### config.mk
export PLATFORM = sky130hd
export DESIGN_NAME = clqo_top
export DESIGN_NICKNAME = d
export VERILOG_FILES = /design/src/logic/clqo_pkg.sv /design/src/logic/clqo_top.sv
export VERILOG_INCLUDE_DIRS = /design/src /design/src/logic
export SDC_FILE = /design/constraint.sdc
export NUM_CORES = 1
export LEC_CHECK = 0
export BUFFER_PORTS_ARGS = -buffer_cell sky130_fd_sc_hd__buf_2
export CORE_MARGIN = 8
export CORE_UTILIZATION = 25
export CTS_BUF_LIST = sky130_fd_sc_hd__clkbuf_16
export DETAILED_ROUTE_END_ITERATION = 10
export GPL_ROUTABILITY_DRIVEN = 0
export RECOVER_POWER = 25
export SETUP_SLACK_MARGIN = 0.3
export SYNTH_ARGS = -nofsm -noshare
export SYNTH_HDL_FRONTEND = slang
export SYNTH_SLANG_ARGS = --single-unit
export TNS_END_PERCENT = 30
### constraint.sdc
create_clock -name mclk_i -period 10.1 [get_ports mclk_i]
set_input_delay 3.03 -clock mclk_i [delete_from_list [all_inputs] [get_ports mclk_i]]
set_output_delay 3.03 -clock mclk_i [all_outputs]
set_load 0.01 [all_outputs]
### src/logic/clqo_defs.svh
// constants for the closed loop direction and pulse output block
// Operation
// - direction bit: 0 CCW forward, 1 CW
// - forward turning gives phase B leading
// - usage 0 ignores scale, semi-closed loop
// - usage 1: CCW counts scale forward
// - usage 3: CCW counts scale reverse
// - direction bit and usage pick output lead
// - pitches per turn 4..1048576, applied at restart
// - output edges per pitch 1..4096, at restart
// - alarm when x4 output exceeds 6.4 Mpps
`ifndef CLQO_DEFS_SVH
`define CLQO_DEFS_SVH

// register offsets (byte addresses)
`define CLQO_OFS_CFG 8'h00
`define CLQO_OFS_PITCH 8'h04
`define CLQO_OFS_EDGES 8'h08
`define CLQO_OFS_APPLY 8'h0C
`define CLQO_OFS_STATUS 8'h10
`define CLQO_OFS_FBCNT 8'h14
`define CLQO_OFS_PITCHPOS 8'h18
`define CLQO_OFS_IRQ_STAT 8'h1C
`define CLQO_OFS_IRQ_CLR 8'h20
`define CLQO_OFS_IRQ_EN 8'h24

// field positions
`define CLQO_CFG_DIR_BIT 0
`define CLQO_CFG_USAGE_LSB 1
`define CLQO_CFG_USAGE_MSB 3
`define CLQO_APPLY_BIT 0
`define CLQO_IRQ_OVERSPEED 0
`define CLQO_IRQ_CFG_REJECT 1
`define CLQO_IRQ_REV_MARK 2

// reset values and setting ranges
`define CLQO_DIR_RST 1'h0
`define CLQO_USAGE_RST 3'h0
`define CLQO_PITCH_RST 21'h08000
`define CLQO_PITCH_MIN 21'h00004
`define CLQO_PITCH_MAX 21'h100000
`define CLQO_EDGES_RST 13'h0014
`define CLQO_EDGES_MIN 13'h0001
`define CLQO_EDGES_MAX 13'h1000

// fine interpolation ticks per scale pitch
`define CLQO_FRAC_TICKS 14'h1000

// overspeed watch: limit in kpps, window in ns, clock period in ps
`define CLQO_CLK_PERIOD_PS 4000
`define CLQO_MAX_RATE_KPPS 6400
`define CLQO_WINDOW_NS 10000
`define CLQO_WINDOW_CYC ((`CLQO_WINDOW_NS * 1000) / `CLQO_CLK_PERIOD_PS)
`define CLQO_LIMIT_EDGES ((`CLQO_MAX_RATE_KPPS * `CLQO_WINDOW_NS) / 1000000)

`endif

### src/logic/clqo_pkg.sv
// types shared by the closed loop direction and pulse output block
package clqo_pkg;

  typedef logic [31:0] clqo_word_t;

  // external scale usage codes; other codes are reserved
  typedef enum logic [2:0] {
    CLQO_USE_NONE = 3'h0,
    CLQO_USE_FWD = 3'h1,
    CLQO_USE_REV = 3'h3
  } clqo_usage_e;

endpackage : clqo_pkg

### src/logic/clqo_top.sv
// closed loop direction select, scale usage and quadrature pulse emulation
//
// Local design decisions: the address map and the strobed register port.
`timescale 1ns/1ps
`include "clqo_defs.svh"

module clqo_top (
  // clock and reset
  input wire logic mclk_i,
  input wire logic nrst_i,
  // register port
  input wire logic [7:0] addr_i,
  input wire clqo_pkg::clqo_word_t wdata_i,
  input wire logic wr_i,
  input wire logic rd_i,
  output clqo_pkg::clqo_word_t rdata_o,
  // motor encoder fine increments
  input wire logic motor_tick_i,
  input wire logic motor_ccw_i,
  // external scale fine increments
  input wire logic scale_tick_i,
  input wire logic scale_cos_lead_i,
  input wire logic scale_index_i,
  // emulated encoder output
  output logic quad_out_a_o,
  output logic quad_out_b_o,
  output logic origin_out_o,
  // status
  output logic overspeed_o,
  output logic closed_loop_o,
  output logic rev_mark_o,
  output logic irq_o
);
  import clqo_pkg::*;

  //////////////////////////////////////////////////////////////////////////////
  // functions
  // next A/B pair one quarter period on, forward or reverse
  function automatic logic [1:0] gray_step(input logic [1:0] ab, input logic fwd);
    logic [1:0] q;
    logic [1:0] nq;
    q = {ab[1], ab[1] ^ ab[0]};
    nq = fwd ? q + 2'h1 : q - 2'h1;
    gray_step = {nq[1], nq[1] ^ nq[0]};
  endfunction : gray_step

  function automatic logic is_wr(input logic [7:0] a, input logic [7:0] ofs, input logic w);
    is_wr = w && (a == ofs);
  endfunction : is_wr

  //////////////////////////////////////////////////////////////////////////////
  // settings: shadow copies written by software, active copies at restart
  logic sh_dir;
  logic [2:0] sh_usage;
  logic [20:0] sh_pitch;
  logic [12:0] sh_edges;
  logic act_dir;
  clqo_usage_e act_usage;
  logic [20:0] act_pitch;
  logic [12:0] act_edges;
  logic apply_q;
  logic cfg_reject;
  logic usage_ok;
  logic pitch_ok;
  logic edges_ok;

  always_ff @(posedge mclk_i or negedge nrst_i) begin
    if (!nrst_i) begin
      sh_dir <= `CLQO_DIR_RST;
      sh_usage <= `CLQO_USAGE_RST;
      sh_pitch <= `CLQO_PITCH_RST;
      sh_edges <= `CLQO_EDGES_RST;
    end else begin
      if (is_wr(addr_i, `CLQO_OFS_CFG, wr_i)) begin
        sh_dir <= wdata_i[`CLQO_CFG_DIR_BIT];
        sh_usage <= wdata_i[`CLQO_CFG_USAGE_MSB:`CLQO_CFG_USAGE_LSB];
      end
      if (is_wr(addr_i, `CLQO_OFS_PITCH, wr_i)) begin
        sh_pitch <= wdata_i[20:0];
      end
      if (is_wr(addr_i, `CLQO_OFS_EDGES, wr_i)) begin
        sh_edges <= wdata_i[12:0];
      end
    end
  end

  // restart request: the write takes effect one cycle later
  always_ff @(posedge mclk_i or negedge nrst_i) begin
    if (!nrst_i) begin
      apply_q <= 1'b0;
    end else begin
      apply_q <= is_wr(addr_i, `CLQO_OFS_APPLY, wr_i) && wdata_i[`CLQO_APPLY_BIT];
    end
  end

  always_comb begin
    usage_ok = (sh_usage == CLQO_USE_NONE) || (sh_usage == CLQO_USE_FWD) ||
               (sh_usage == CLQO_USE_REV);
    pitch_ok = (sh_pitch >= `CLQO_PITCH_MIN) && (sh_pitch <= `CLQO_PITCH_MAX);
    edges_ok = (sh_edges >= `CLQO_EDGES_MIN) && (sh_edges <= `CLQO_EDGES_MAX);
    cfg_reject = apply_q && !(usage_ok && pitch_ok && edges_ok);
  end

  // out of range values keep the previous active setting; a reserved usage
  // code falls back to semi-closed loop so the drive never runs half set up
  // restart loading
  always_ff @(posedge mclk_i or negedge nrst_i) begin
    if (!nrst_i) begin
      act_dir <= `CLQO_DIR_RST;
      act_usage <= CLQO_USE_NONE;
      act_pitch <= `CLQO_PITCH_RST;
      act_edges <= `CLQO_EDGES_RST;
    end else if (apply_q) begin
      act_dir <= sh_dir;
      act_usage <= usage_ok ? clqo_usage_e'(sh_usage) : CLQO_USE_NONE;
      if (pitch_ok) begin
        act_pitch <= sh_pitch;
      end
      if (edges_ok) begin
        act_edges <= sh_edges;
      end
    end
  end

  //////////////////////////////////////////////////////////////////////////////
  // feedback source and direction
  logic closed;
  logic sel_tick;
  logic sel_ccw;
  logic step_fwd;
  always_comb begin
    closed = (act_usage != CLQO_USE_NONE);
    sel_tick = closed ? scale_tick_i : motor_tick_i;
    sel_ccw = closed ? (scale_cos_lead_i ^ (act_usage == CLQO_USE_REV)) : motor_ccw_i;
  end

  assign step_fwd = sel_ccw ^ act_dir;
  // scale position counted in the motor CCW sense; frozen in semi-closed loop
  clqo_word_t fb_count;
  always_ff @(posedge mclk_i or negedge nrst_i) begin
    if (!nrst_i) begin
      fb_count <= 32'h0000_0000;
    end else if (apply_q) begin
      fb_count <= 32'h0000_0000;
    end else if (closed && scale_tick_i) begin
      fb_count <= sel_ccw ? fb_count + 32'h0000_0001 : fb_count - 32'h0000_0001;
    end
  end

  //////////////////////////////////////////////////////////////////////////////
  // edge generation: act_edges output edges per FRAC_TICKS fine ticks
  logic [11:0] acc;
  logic [13:0] acc_up;
  logic [13:0] acc_dn;
  logic edge_now;
  always_comb begin
    acc_up = {2'h0, acc} + {1'h0, act_edges};
    acc_dn = {2'h0, acc} - {1'h0, act_edges};
    edge_now = sel_tick && (step_fwd ? (acc_up >= `CLQO_FRAC_TICKS) : acc_dn[13]);
  end

  always_ff @(posedge mclk_i or negedge nrst_i) begin
    if (!nrst_i) begin
      acc <= 12'h000;
    end else if (apply_q) begin
      acc <= 12'h000;
    end else if (sel_tick) begin
      acc <= step_fwd ? acc_up[11:0] : acc_dn[11:0];
    end
  end

  // at most one edge per tick, so no backlog can build up
  // quadrature stepping
  always_ff @(posedge mclk_i or negedge nrst_i) begin
    if (!nrst_i) begin
      quad_out_a_o <= 1'b0;
      quad_out_b_o <= 1'b0;
    end else if (edge_now && !apply_q) begin
      {quad_out_a_o, quad_out_b_o} <= gray_step({quad_out_a_o, quad_out_b_o}, step_fwd);
    end
  end

  always_ff @(posedge mclk_i or negedge nrst_i) begin
    if (!nrst_i) begin
      origin_out_o <= 1'b0;
      closed_loop_o <= 1'b0;
    end else begin
      origin_out_o <= closed && scale_index_i;
      closed_loop_o <= closed;
    end
  end

  //////////////////////////////////////////////////////////////////////////////
  // pitch position within one motor turn
  logic [11:0] frac;
  logic [20:0] pitch_pos;
  logic frac_wrap;
  logic rev_evt;
  always_comb begin
    frac_wrap = sel_tick && (step_fwd ? (frac == 12'hFFF) : (frac == 12'h000));
    rev_evt = frac_wrap && (step_fwd ? (pitch_pos == act_pitch - 21'h000001) :
                                       (pitch_pos == 21'h000000));
  end

  always_ff @(posedge mclk_i or negedge nrst_i) begin
    if (!nrst_i) begin
      frac <= 12'h000;
      pitch_pos <= 21'h000000;
      rev_mark_o <= 1'b0;
    end else if (apply_q) begin
      frac <= 12'h000;
      pitch_pos <= 21'h000000;
      rev_mark_o <= 1'b0;
    end else begin
      rev_mark_o <= rev_evt;
      if (sel_tick) begin
        frac <= step_fwd ? frac + 12'h001 : frac - 12'h001;
      end
      if (rev_evt) begin
        pitch_pos <= step_fwd ? 21'h000000 : act_pitch - 21'h000001;
      end else if (frac_wrap) begin
        pitch_pos <= step_fwd ? pitch_pos + 21'h000001 : pitch_pos - 21'h000001;
      end
    end
  end

  //////////////////////////////////////////////////////////////////////////////
  // output rate watch: edges counted over a fixed window
  logic [11:0] win_cnt;
  logic [6:0] edge_cnt;
  logic win_end;
  logic over_evt;
  always_comb begin
    win_end = (win_cnt == 12'(`CLQO_WINDOW_CYC - 1));
    over_evt = edge_now && !win_end && (edge_cnt >= 7'(`CLQO_LIMIT_EDGES));
  end

  always_ff @(posedge mclk_i or negedge nrst_i) begin
    if (!nrst_i) begin
      win_cnt <= 12'h000;
      edge_cnt <= 7'h00;
      overspeed_o <= 1'b0;
    end else begin
      win_cnt <= win_end ? 12'h000 : win_cnt + 12'h001;
      if (win_end) begin
        edge_cnt <= {6'h00, edge_now};
      end else if (edge_now && (edge_cnt <= 7'(`CLQO_LIMIT_EDGES))) begin
        edge_cnt <= edge_cnt + 7'h01;
      end
      // the alarm holds until the next restart
      if (apply_q) begin
        overspeed_o <= 1'b0;
      end else if (over_evt) begin
        overspeed_o <= 1'b1;
      end
    end
  end

  //////////////////////////////////////////////////////////////////////////////
  // interrupts: sticky status, write-one clear, enable
  logic [2:0] irq_stat;
  logic [2:0] irq_en;
  logic [2:0] irq_set;
  logic [2:0] irq_clr;
  logic [2:0] next_irq_stat;
  always_comb begin
    irq_set = {rev_evt, cfg_reject, over_evt};
    irq_clr = is_wr(addr_i, `CLQO_OFS_IRQ_CLR, wr_i) ? wdata_i[2:0] : 3'h0;
    // a set in the clearing cycle wins
    next_irq_stat = (irq_stat & ~irq_clr) | irq_set;
  end

  always_ff @(posedge mclk_i or negedge nrst_i) begin
    if (!nrst_i) begin
      irq_stat <= 3'h0;
      irq_en <= 3'h0;
      irq_o <= 1'b0;
    end else begin
      irq_stat <= next_irq_stat;
      if (is_wr(addr_i, `CLQO_OFS_IRQ_EN, wr_i)) begin
        irq_en <= wdata_i[2:0];
        irq_o <= |(next_irq_stat & wdata_i[2:0]);
      end else begin
        irq_o <= |(next_irq_stat & irq_en);
      end
    end
  end

  //////////////////////////////////////////////////////////////////////////////
  // read port: data stand only in the cycle after the strobe
  clqo_word_t next_rdata;
  always_comb begin
    next_rdata = 32'h0000_0000;
    if (rd_i) begin
      unique case (addr_i)
        `CLQO_OFS_CFG: next_rdata = {28'h0, sh_usage, sh_dir};
        `CLQO_OFS_PITCH: next_rdata = {11'h0, sh_pitch};
        `CLQO_OFS_EDGES: next_rdata = {19'h0, sh_edges};
        `CLQO_OFS_STATUS: next_rdata = {24'h0, quad_out_b_o, quad_out_a_o, overspeed_o,
                                        closed, act_usage, act_dir};
        `CLQO_OFS_FBCNT: next_rdata = fb_count;
        `CLQO_OFS_PITCHPOS: next_rdata = {11'h0, pitch_pos};
        `CLQO_OFS_IRQ_STAT: next_rdata = {29'h0, irq_stat};
        `CLQO_OFS_IRQ_EN: next_rdata = {29'h0, irq_en};
        default: next_rdata = 32'h0000_0000;
      endcase
    end
  end

  always_ff @(posedge mclk_i or negedge nrst_i) begin
    if (!nrst_i) begin
      rdata_o <= 32'h0000_0000;
    end else begin
      rdata_o <= next_rdata;
    end
  end

  //////////////////////////////////////////////////////////////////////////////
  // checks
  chk_dir_forward_sense: assert property (
    @(posedge mclk_i) disable iff (!nrst_i)
    (!closed && motor_tick_i && edge_now && !apply_q) |=> ({quad_out_a_o, quad_out_b_o} ==
      gray_step($past({quad_out_a_o, quad_out_b_o}), $past(motor_ccw_i != act_dir))))
    else $error("forward sense does not follow the direction bit");
  chk_fwd_b_leads: assert property (
    @(posedge mclk_i) disable iff (!nrst_i)
    (edge_now && !apply_q && step_fwd) |=>
      ({quad_out_a_o, quad_out_b_o} == gray_step($past({quad_out_a_o, quad_out_b_o}), 1'b1)))
    else $error("forward edge did not advance phase B first");
  chk_semi_ignores_scale: assert property (
    @(posedge mclk_i) disable iff (!nrst_i)
    (!closed && !motor_tick_i && !apply_q) |=> ($stable(acc) && $stable(fb_count)))
    else $error("scale input moved state in semi-closed loop");
  chk_usage_fwd_count: assert property (
    @(posedge mclk_i) disable iff (!nrst_i)
    (act_usage == CLQO_USE_FWD && scale_tick_i && scale_cos_lead_i && !apply_q) |=>
      (fb_count == $past(fb_count) + 32'h0000_0001))
    else $error("usage 1 did not count cos lead as CCW");
  chk_usage_rev_count: assert property (
    @(posedge mclk_i) disable iff (!nrst_i)
    (act_usage == CLQO_USE_REV && scale_tick_i && scale_cos_lead_i && !apply_q) |=>
      (fb_count == $past(fb_count) - 32'h0000_0001))
    else $error("usage 3 did not count cos lead as CW");
  chk_lead_table: assert property (
    @(posedge mclk_i) disable iff (!nrst_i)
    (closed && scale_tick_i && edge_now && !apply_q) |=> ({quad_out_a_o, quad_out_b_o} ==
      gray_step($past({quad_out_a_o, quad_out_b_o}),
                $past(scale_cos_lead_i ^ (act_usage == CLQO_USE_REV) ^ act_dir))))
    else $error("output lead disagrees with direction and usage");
  chk_pitch_apply: assert property (
    @(posedge mclk_i) disable iff (!nrst_i)
    (apply_q && pitch_ok) |=> (act_pitch == $past(sh_pitch)) ##1 $stable(act_pitch) or apply_q)
    else $error("pitch count not taken at restart");
  chk_edges_apply: assert property (
    @(posedge mclk_i) disable iff (!nrst_i)
    (apply_q && !edges_ok) |=> $stable(act_edges))
    else $error("out of range edge count was accepted");
  chk_overspeed_alarm: assert property (
    @(posedge mclk_i) disable iff (!nrst_i)
    (over_evt && !apply_q) |=> overspeed_o ##1 (overspeed_o || $past(apply_q)))
    else $error("overspeed alarm missing or not held");
  chk_gray_one_toggle: assert property (
    @(posedge mclk_i) disable iff (!nrst_i)
    !($changed(quad_out_a_o) && $changed(quad_out_b_o)))
    else $error("both quadrature outputs toggled at once");

endmodule : clqo_top

Yosys cells after proc, flatten, opt, wreduce, memory -nomap -nowiden. Index checks and enable logic that the tools add are counted.

Flip-flop bits (word level): 218. Input port bits: 49. Output and inout port bits: 39. Logic and storage cells: 140.

$add $sub $neg: 13. Magnitude comparators: 7. Eq/ne operators: 15. Mux-type cells: 31. Bitwise logic cells: 9. Reductions and logical operators: 40.

Operators by type and width (count): $pmux W32 S8 (1); $mux W32 (4); $mux W21 (5); $mux W12 (7); $sub A21 B1 Y21 const B (2); $add A32 B1 Y32 const B (1); $eq A8 B5 Y1 const B (4); $sub A32 B1 Y32 const B (1); $add A12 B1 Y12 const B (2); $eq A12 B12 Y1 const B (2); $add A21 B1 Y21 const B (1); $eq A21 B21 Y1 (1); $ge A21 B3 Y1 const B (1); $le A21 B21 Y1 const B (1); $logic_and A1 B1 Y1 (21); $logic_not A21 Y1 (1); $eq A8 B4 Y1 const B (2); $eq A8 B6 Y1 const B (2); $add A12 B13 Y14 (1); $ge A14 B13 Y1 const B (1); $mux W7 (2); $sub A12 B13 Y14 (1); $ge A13 B1 Y1 const B (1); $le A13 B13 Y1 const B (1); 25 further kinds (49).

Depth between registers and ports, before layout.
Word-level depth: 12. Depth in mapped cells: 16. Mapped depth without buffers: 15.

Worst setup path before layout. Ideal clock, no wire load.

Path kind: input to register. Start point: input port motor_ccw_i. End point: register pitch_pos[11]. Setup time: 65 ps. Data arrival time: 7071 ps. Data required time: 10035 ps. Slack: 2963 ps. Stages: 16. Buffers on the path: 1. Path through: or3b_2 a21oi_1 o21ai_0 and2_1 inv_1 buf_1 ha_1 a211o_1 a21oi_1 o21ai_0 a31o_2 a21oi_1 nor4b_1 nor3_1 o221ai_1 o211a_1.

Cells in the longest elaborated chain, start to end: 7. Elaborated cells between the ends (all ways): 12. Classes of those cells: mux: 8; bitwise: 1; reduce/logical: 3.

Ends and longest elaborated chain: from (decl) (RTL line clqo_top.sv:19) `input wire logic motor_ccw_i,`; $mux W1 (*) (RTL line clqo_top.sv:134) `sel_ccw = closed ? (scale_cos_lead_i ^ (act_usage == CLQO_USE_REV)) : motor_ccw_i;`; $xor A1 B1 Y1 (*) (RTL line clqo_top.sv:137) `assign step_fwd = sel_ccw ^ act_dir;`; $mux W1 (RTL line clqo_top.sv:200) `frac_wrap = sel_tick && (step_fwd ? (frac == 12'hFFF) : (frac == 12'h000));`; $logic_and A1 B1 Y1 (RTL line clqo_top.sv:200); $logic_and A1 B1 Y1 (RTL line clqo_top.sv:201) `rev_evt = frac_wrap && (step_fwd ? (pitch_pos == act_pitch - 21'h000001) :`; $mux W21 (RTL line clqo_top.sv:219) `if (rev_evt) begin`; $mux W21 (RTL line clqo_top.sv:210) `end else if (apply_q) begin`; to (signal assigned) (RTL line clqo_top.sv:220) `pitch_pos <= step_fwd ? 21'h000000 : act_pitch - 21'h000001;`; to (signal assigned) (RTL line clqo_top.sv:222) `pitch_pos <= step_fwd ? pitch_pos + 21'h000001 : pitch_pos - 21'h000001;`; to (decl) (RTL line clqo_top.sv:196) `logic [20:0] pitch_pos;`.

Every way passes the cells marked *; elsewhere a longest branch is shown, timed or not. The select of a mux whose other input is x is not followed. A chain may end at the register's enable or synchronous reset.

Final worst setup path. Same ends and word-level chain as after synthesis.

==> impl_metrics.py <==
metrics = {
    "clock_network": {
        "post-cts-setup-buffer-count": 0,
        "post_cts_resized": 0,
        "clk_pin_slew_ns": 0.06,
        "cts.sinks": 218,
        "h-tree-depth": 1,
        "clock-root-buffer": "clkbuf_16",
        "cts_tree": "done",
        "cts_hold_buf": 0,
        "clock_latency_ns": 0.57,
        "cts_made_buffers": 27,
        "cts_max_path_buffers": 3,
    },
    "worst_setup_path": {
        "worstSetupEndpointType": "flop",
        "critPathMaxFanout": 22,
        "slowest_delay_ns": 0.69,
        "cp_common_cell": "a21oi_1",
        "path_cells": "buf_2, or3b_2, a21oi_1, o21ai_0, and2_1, buf_4, inv_1, ha_1, a211o_1, a21oi_1, o21ai_0, a31o_2, a21oi_1, nor4b_1, nor3_1, o221ai_1, o211a_1",
        "crit_type": "in2reg",
        "worstPathRequired_ns": 10.61,
        "worst-endpoint-arrival_ns": 7.59,
        "cpMaxStageDelayCell": "inv_1",
        "start_kind": "input pin",
    },
    "logic_synthesis": {
        "synth-seq-cells": 218,
        "syn_nets": 1649,
        "synth_edf_count": 0,
        "synthFlopType": "dfrtp_1",
        "synth.distinct_cells": 85,
        "avgSynthCellArea_um2": 9.398,
        "seq_area_frac_synth": 0.3855,
        "yosysWarnings": 0,
        "synthArstFlopShare": 1.000,
        "syn-instance-count": 1508,
        "netlist_area_um2": 14170,
    },
    "floorplan": {
        "rows": 87,
        "die-area_um2": 64560,
        "die_w_um": 254.1,
        "fp.dieH_um": 254.1,
        "core-area_um2": 56170,
        "start_util": 0.2523,
        "ios": 88,
    },
    "final_layout": {
        "drive_above_1_share": 0.1570,
        "final_cell_mix": "211 x dfrtp_1, 138 x nand2_1, 113 x a21oi_1",
        "fin_util": 0.2888,
        "nets": 1707,
        "area_growth_pct": 14.47,
        "final_common_cell": "dfrtp_1",
        "design_area_um2": 16220,
    },
    "power_and_ir_drop": {
        "p_per_area_nw_per_um2": 166.8,
        "leakagePower_uw": 0.007377,
        "max-vdd-ir-drop_uv": 122.9,
    },
    "timing": {
        "min_period_ns": 7.080,
        "skew_ns": 0.02201,
        "fin_crit_sh": 0.7010,
        "final_hold_viol_count": 0,
        "hold_slack_ns": 0.4900,
        "grt_setup_unrepaired": "false",
        "setup_viol": 0,
        "slew_headroom": -0.2198,
        "setup_tns_ns": 0,
        "slew_violations": 34,
        "worst_slew_pin_slew_ns": 1.830,
        "fmax_mhz": 141.2,
    },
    "routing": {
        "drt-wirelength-per-cell_um": 18.05,
        "drt_iter0_drc": 1037,
        "vias": 12167,
        "antenna_left": 0,
        "avgViaCountPerCell": 5.184,
        "dr.pass1.iters": 5,
        "drc": 0,
        "routed_wl_um": 42350,
    },
    "global_route": {
        "grt_max_degree": 124,
        "antenna_found_initial": 11,
        "grt_pass1_vias": 11824,
        "grt-ovfl-total": 0,
        "grtUsageTotal": 0.1281,
        "grt_pass1_wl_um": 66770,
    },
    "status": {
        "violations": "max-capacitance violations, max-slew violations",
        "status": "finished, violations left",
    },
    "hold_path": {
        "hp-class": "reg2reg",
    },
    "placed_design": {
        "hpwl_um": 31000,
        "placed_area_um2": 15370,
        "portBuffers": 76,
    },
    "job": {
        "max_cap_violations": 1,
    },
}
==> registers in the layout, indices dropped and copies added, names as in the netlist, 13 cells and up <==
signal / flops
act_pitch: 21
act_edges: 13
sh_edges: 13
sh_pitch: 21
fb_count: 32
pitch_pos: 21
rdata_o: 32
==> cell usage after synthesis (14+ instances only) <==
master    instances  area share
a211oi_1         21       0.011
mux2_2           76       0.060
o21bai_1         14      0.0074
a21oi_1         114       0.040
nand3_1          37       0.013
clkbuf_1         49       0.013
nor4_1           27       0.012
nor3_1           36       0.013
a22oi_1          36       0.019
a21o_1           24       0.013
nand2b_1         14      0.0062
inv_1            58       0.015
nand2_1         138       0.037
ha_1             87       0.077
nand4_1          21      0.0093
and3_1           23       0.010
o21ai_0          53       0.019
dfrtp_1         212        0.37
xor2_1           44       0.027
a31oi_1          29       0.013
nor2_1          113       0.030
xnor2_1          56       0.035
==> cell type report <==
cell class | instances | area, um2
fillers | 5892 | 39950
multi-input cells | 1169 | 8228
flip-flops and latches | 218 | 5464
well taps | 756 | 945.9
clock buffers | 27 | 675.6
repair buffers | 92 | 503.0
inverters | 58 | 217.7
clock inverters | 22 | 176.4
diodes | 5 | 12.51
==> path summary, 6_finish.rpt <==
check / slack [ns] / depth (start not counted) / to / from
setup / recovery: 3.02 / 17 / pitch_pos[11] / motor_ccw_i
hold / removal: 0.49 / 1 / win_cnt[0] / win_cnt[0]
setup reg to reg: 5.13 / 16 / pitch_pos[11] / act_usage[0]
hold reg to reg: 0.49 / 1 / win_cnt[0] / win_cnt[0]
max in group asynchronous: 6.24 / 2 / acc[8] / nrst_i
min in group asynchronous: 2.53 / 1 / origin_out_o / nrst_i
==> kinds of logic after synthesis <==
kind of cell,count (synthesis),synth area share
AO/OA/AOI/OAI,406,0.1941
XOR/XNOR,101,0.06339
adder cells (fa/ha/maj),92,0.08387
buffers and inverters,121,0.03461
flip-flops,218,0.3855
multiplexers,78,0.06180
AND/OR/NAND/NOR,492,0.1767
==> where the power goes <==
part	switching, uW	internal, uW	leakage [uW]
Combinational	385	309	0.00402
Clock	393	539	0.000448
Sequential	120	961	0.00291
Total	898	1810	0.00738
==> metrics by stage <==
stage | worst slack, ns | std cells | power, uW
5_1_grt | 2.760 | 2343 | 2869
4_1_cts | 3.108 | 2342 | 2729
2_1_floorplan | 2.963 | 1508 | 1589
3_3_place_gp | 2.644 | 2293 | 1754
3_5_place_dp | 2.539 | 2293 | 1778
6_report | 3.020 | 2347 | 2707
==> metal layers <==
layer	track usage	vias up	wire length [um]
li1	-	5698	-
met1	0.1734	5979	18900
met2	0.1961	403	18490
met3	0.04264	75	3982
met4	0.02909	12	899
met5	0	-	80
==> worst max-delay path, delay by kind of cell <==
family | cells | cell delay, ns
fa+ha+maj | 1 | 0.39
buf+inv | 3 | 1.04
simple gates | 4 | 1.03
compound gates | 9 | 2.07
(Power assumes the default switching activity.)
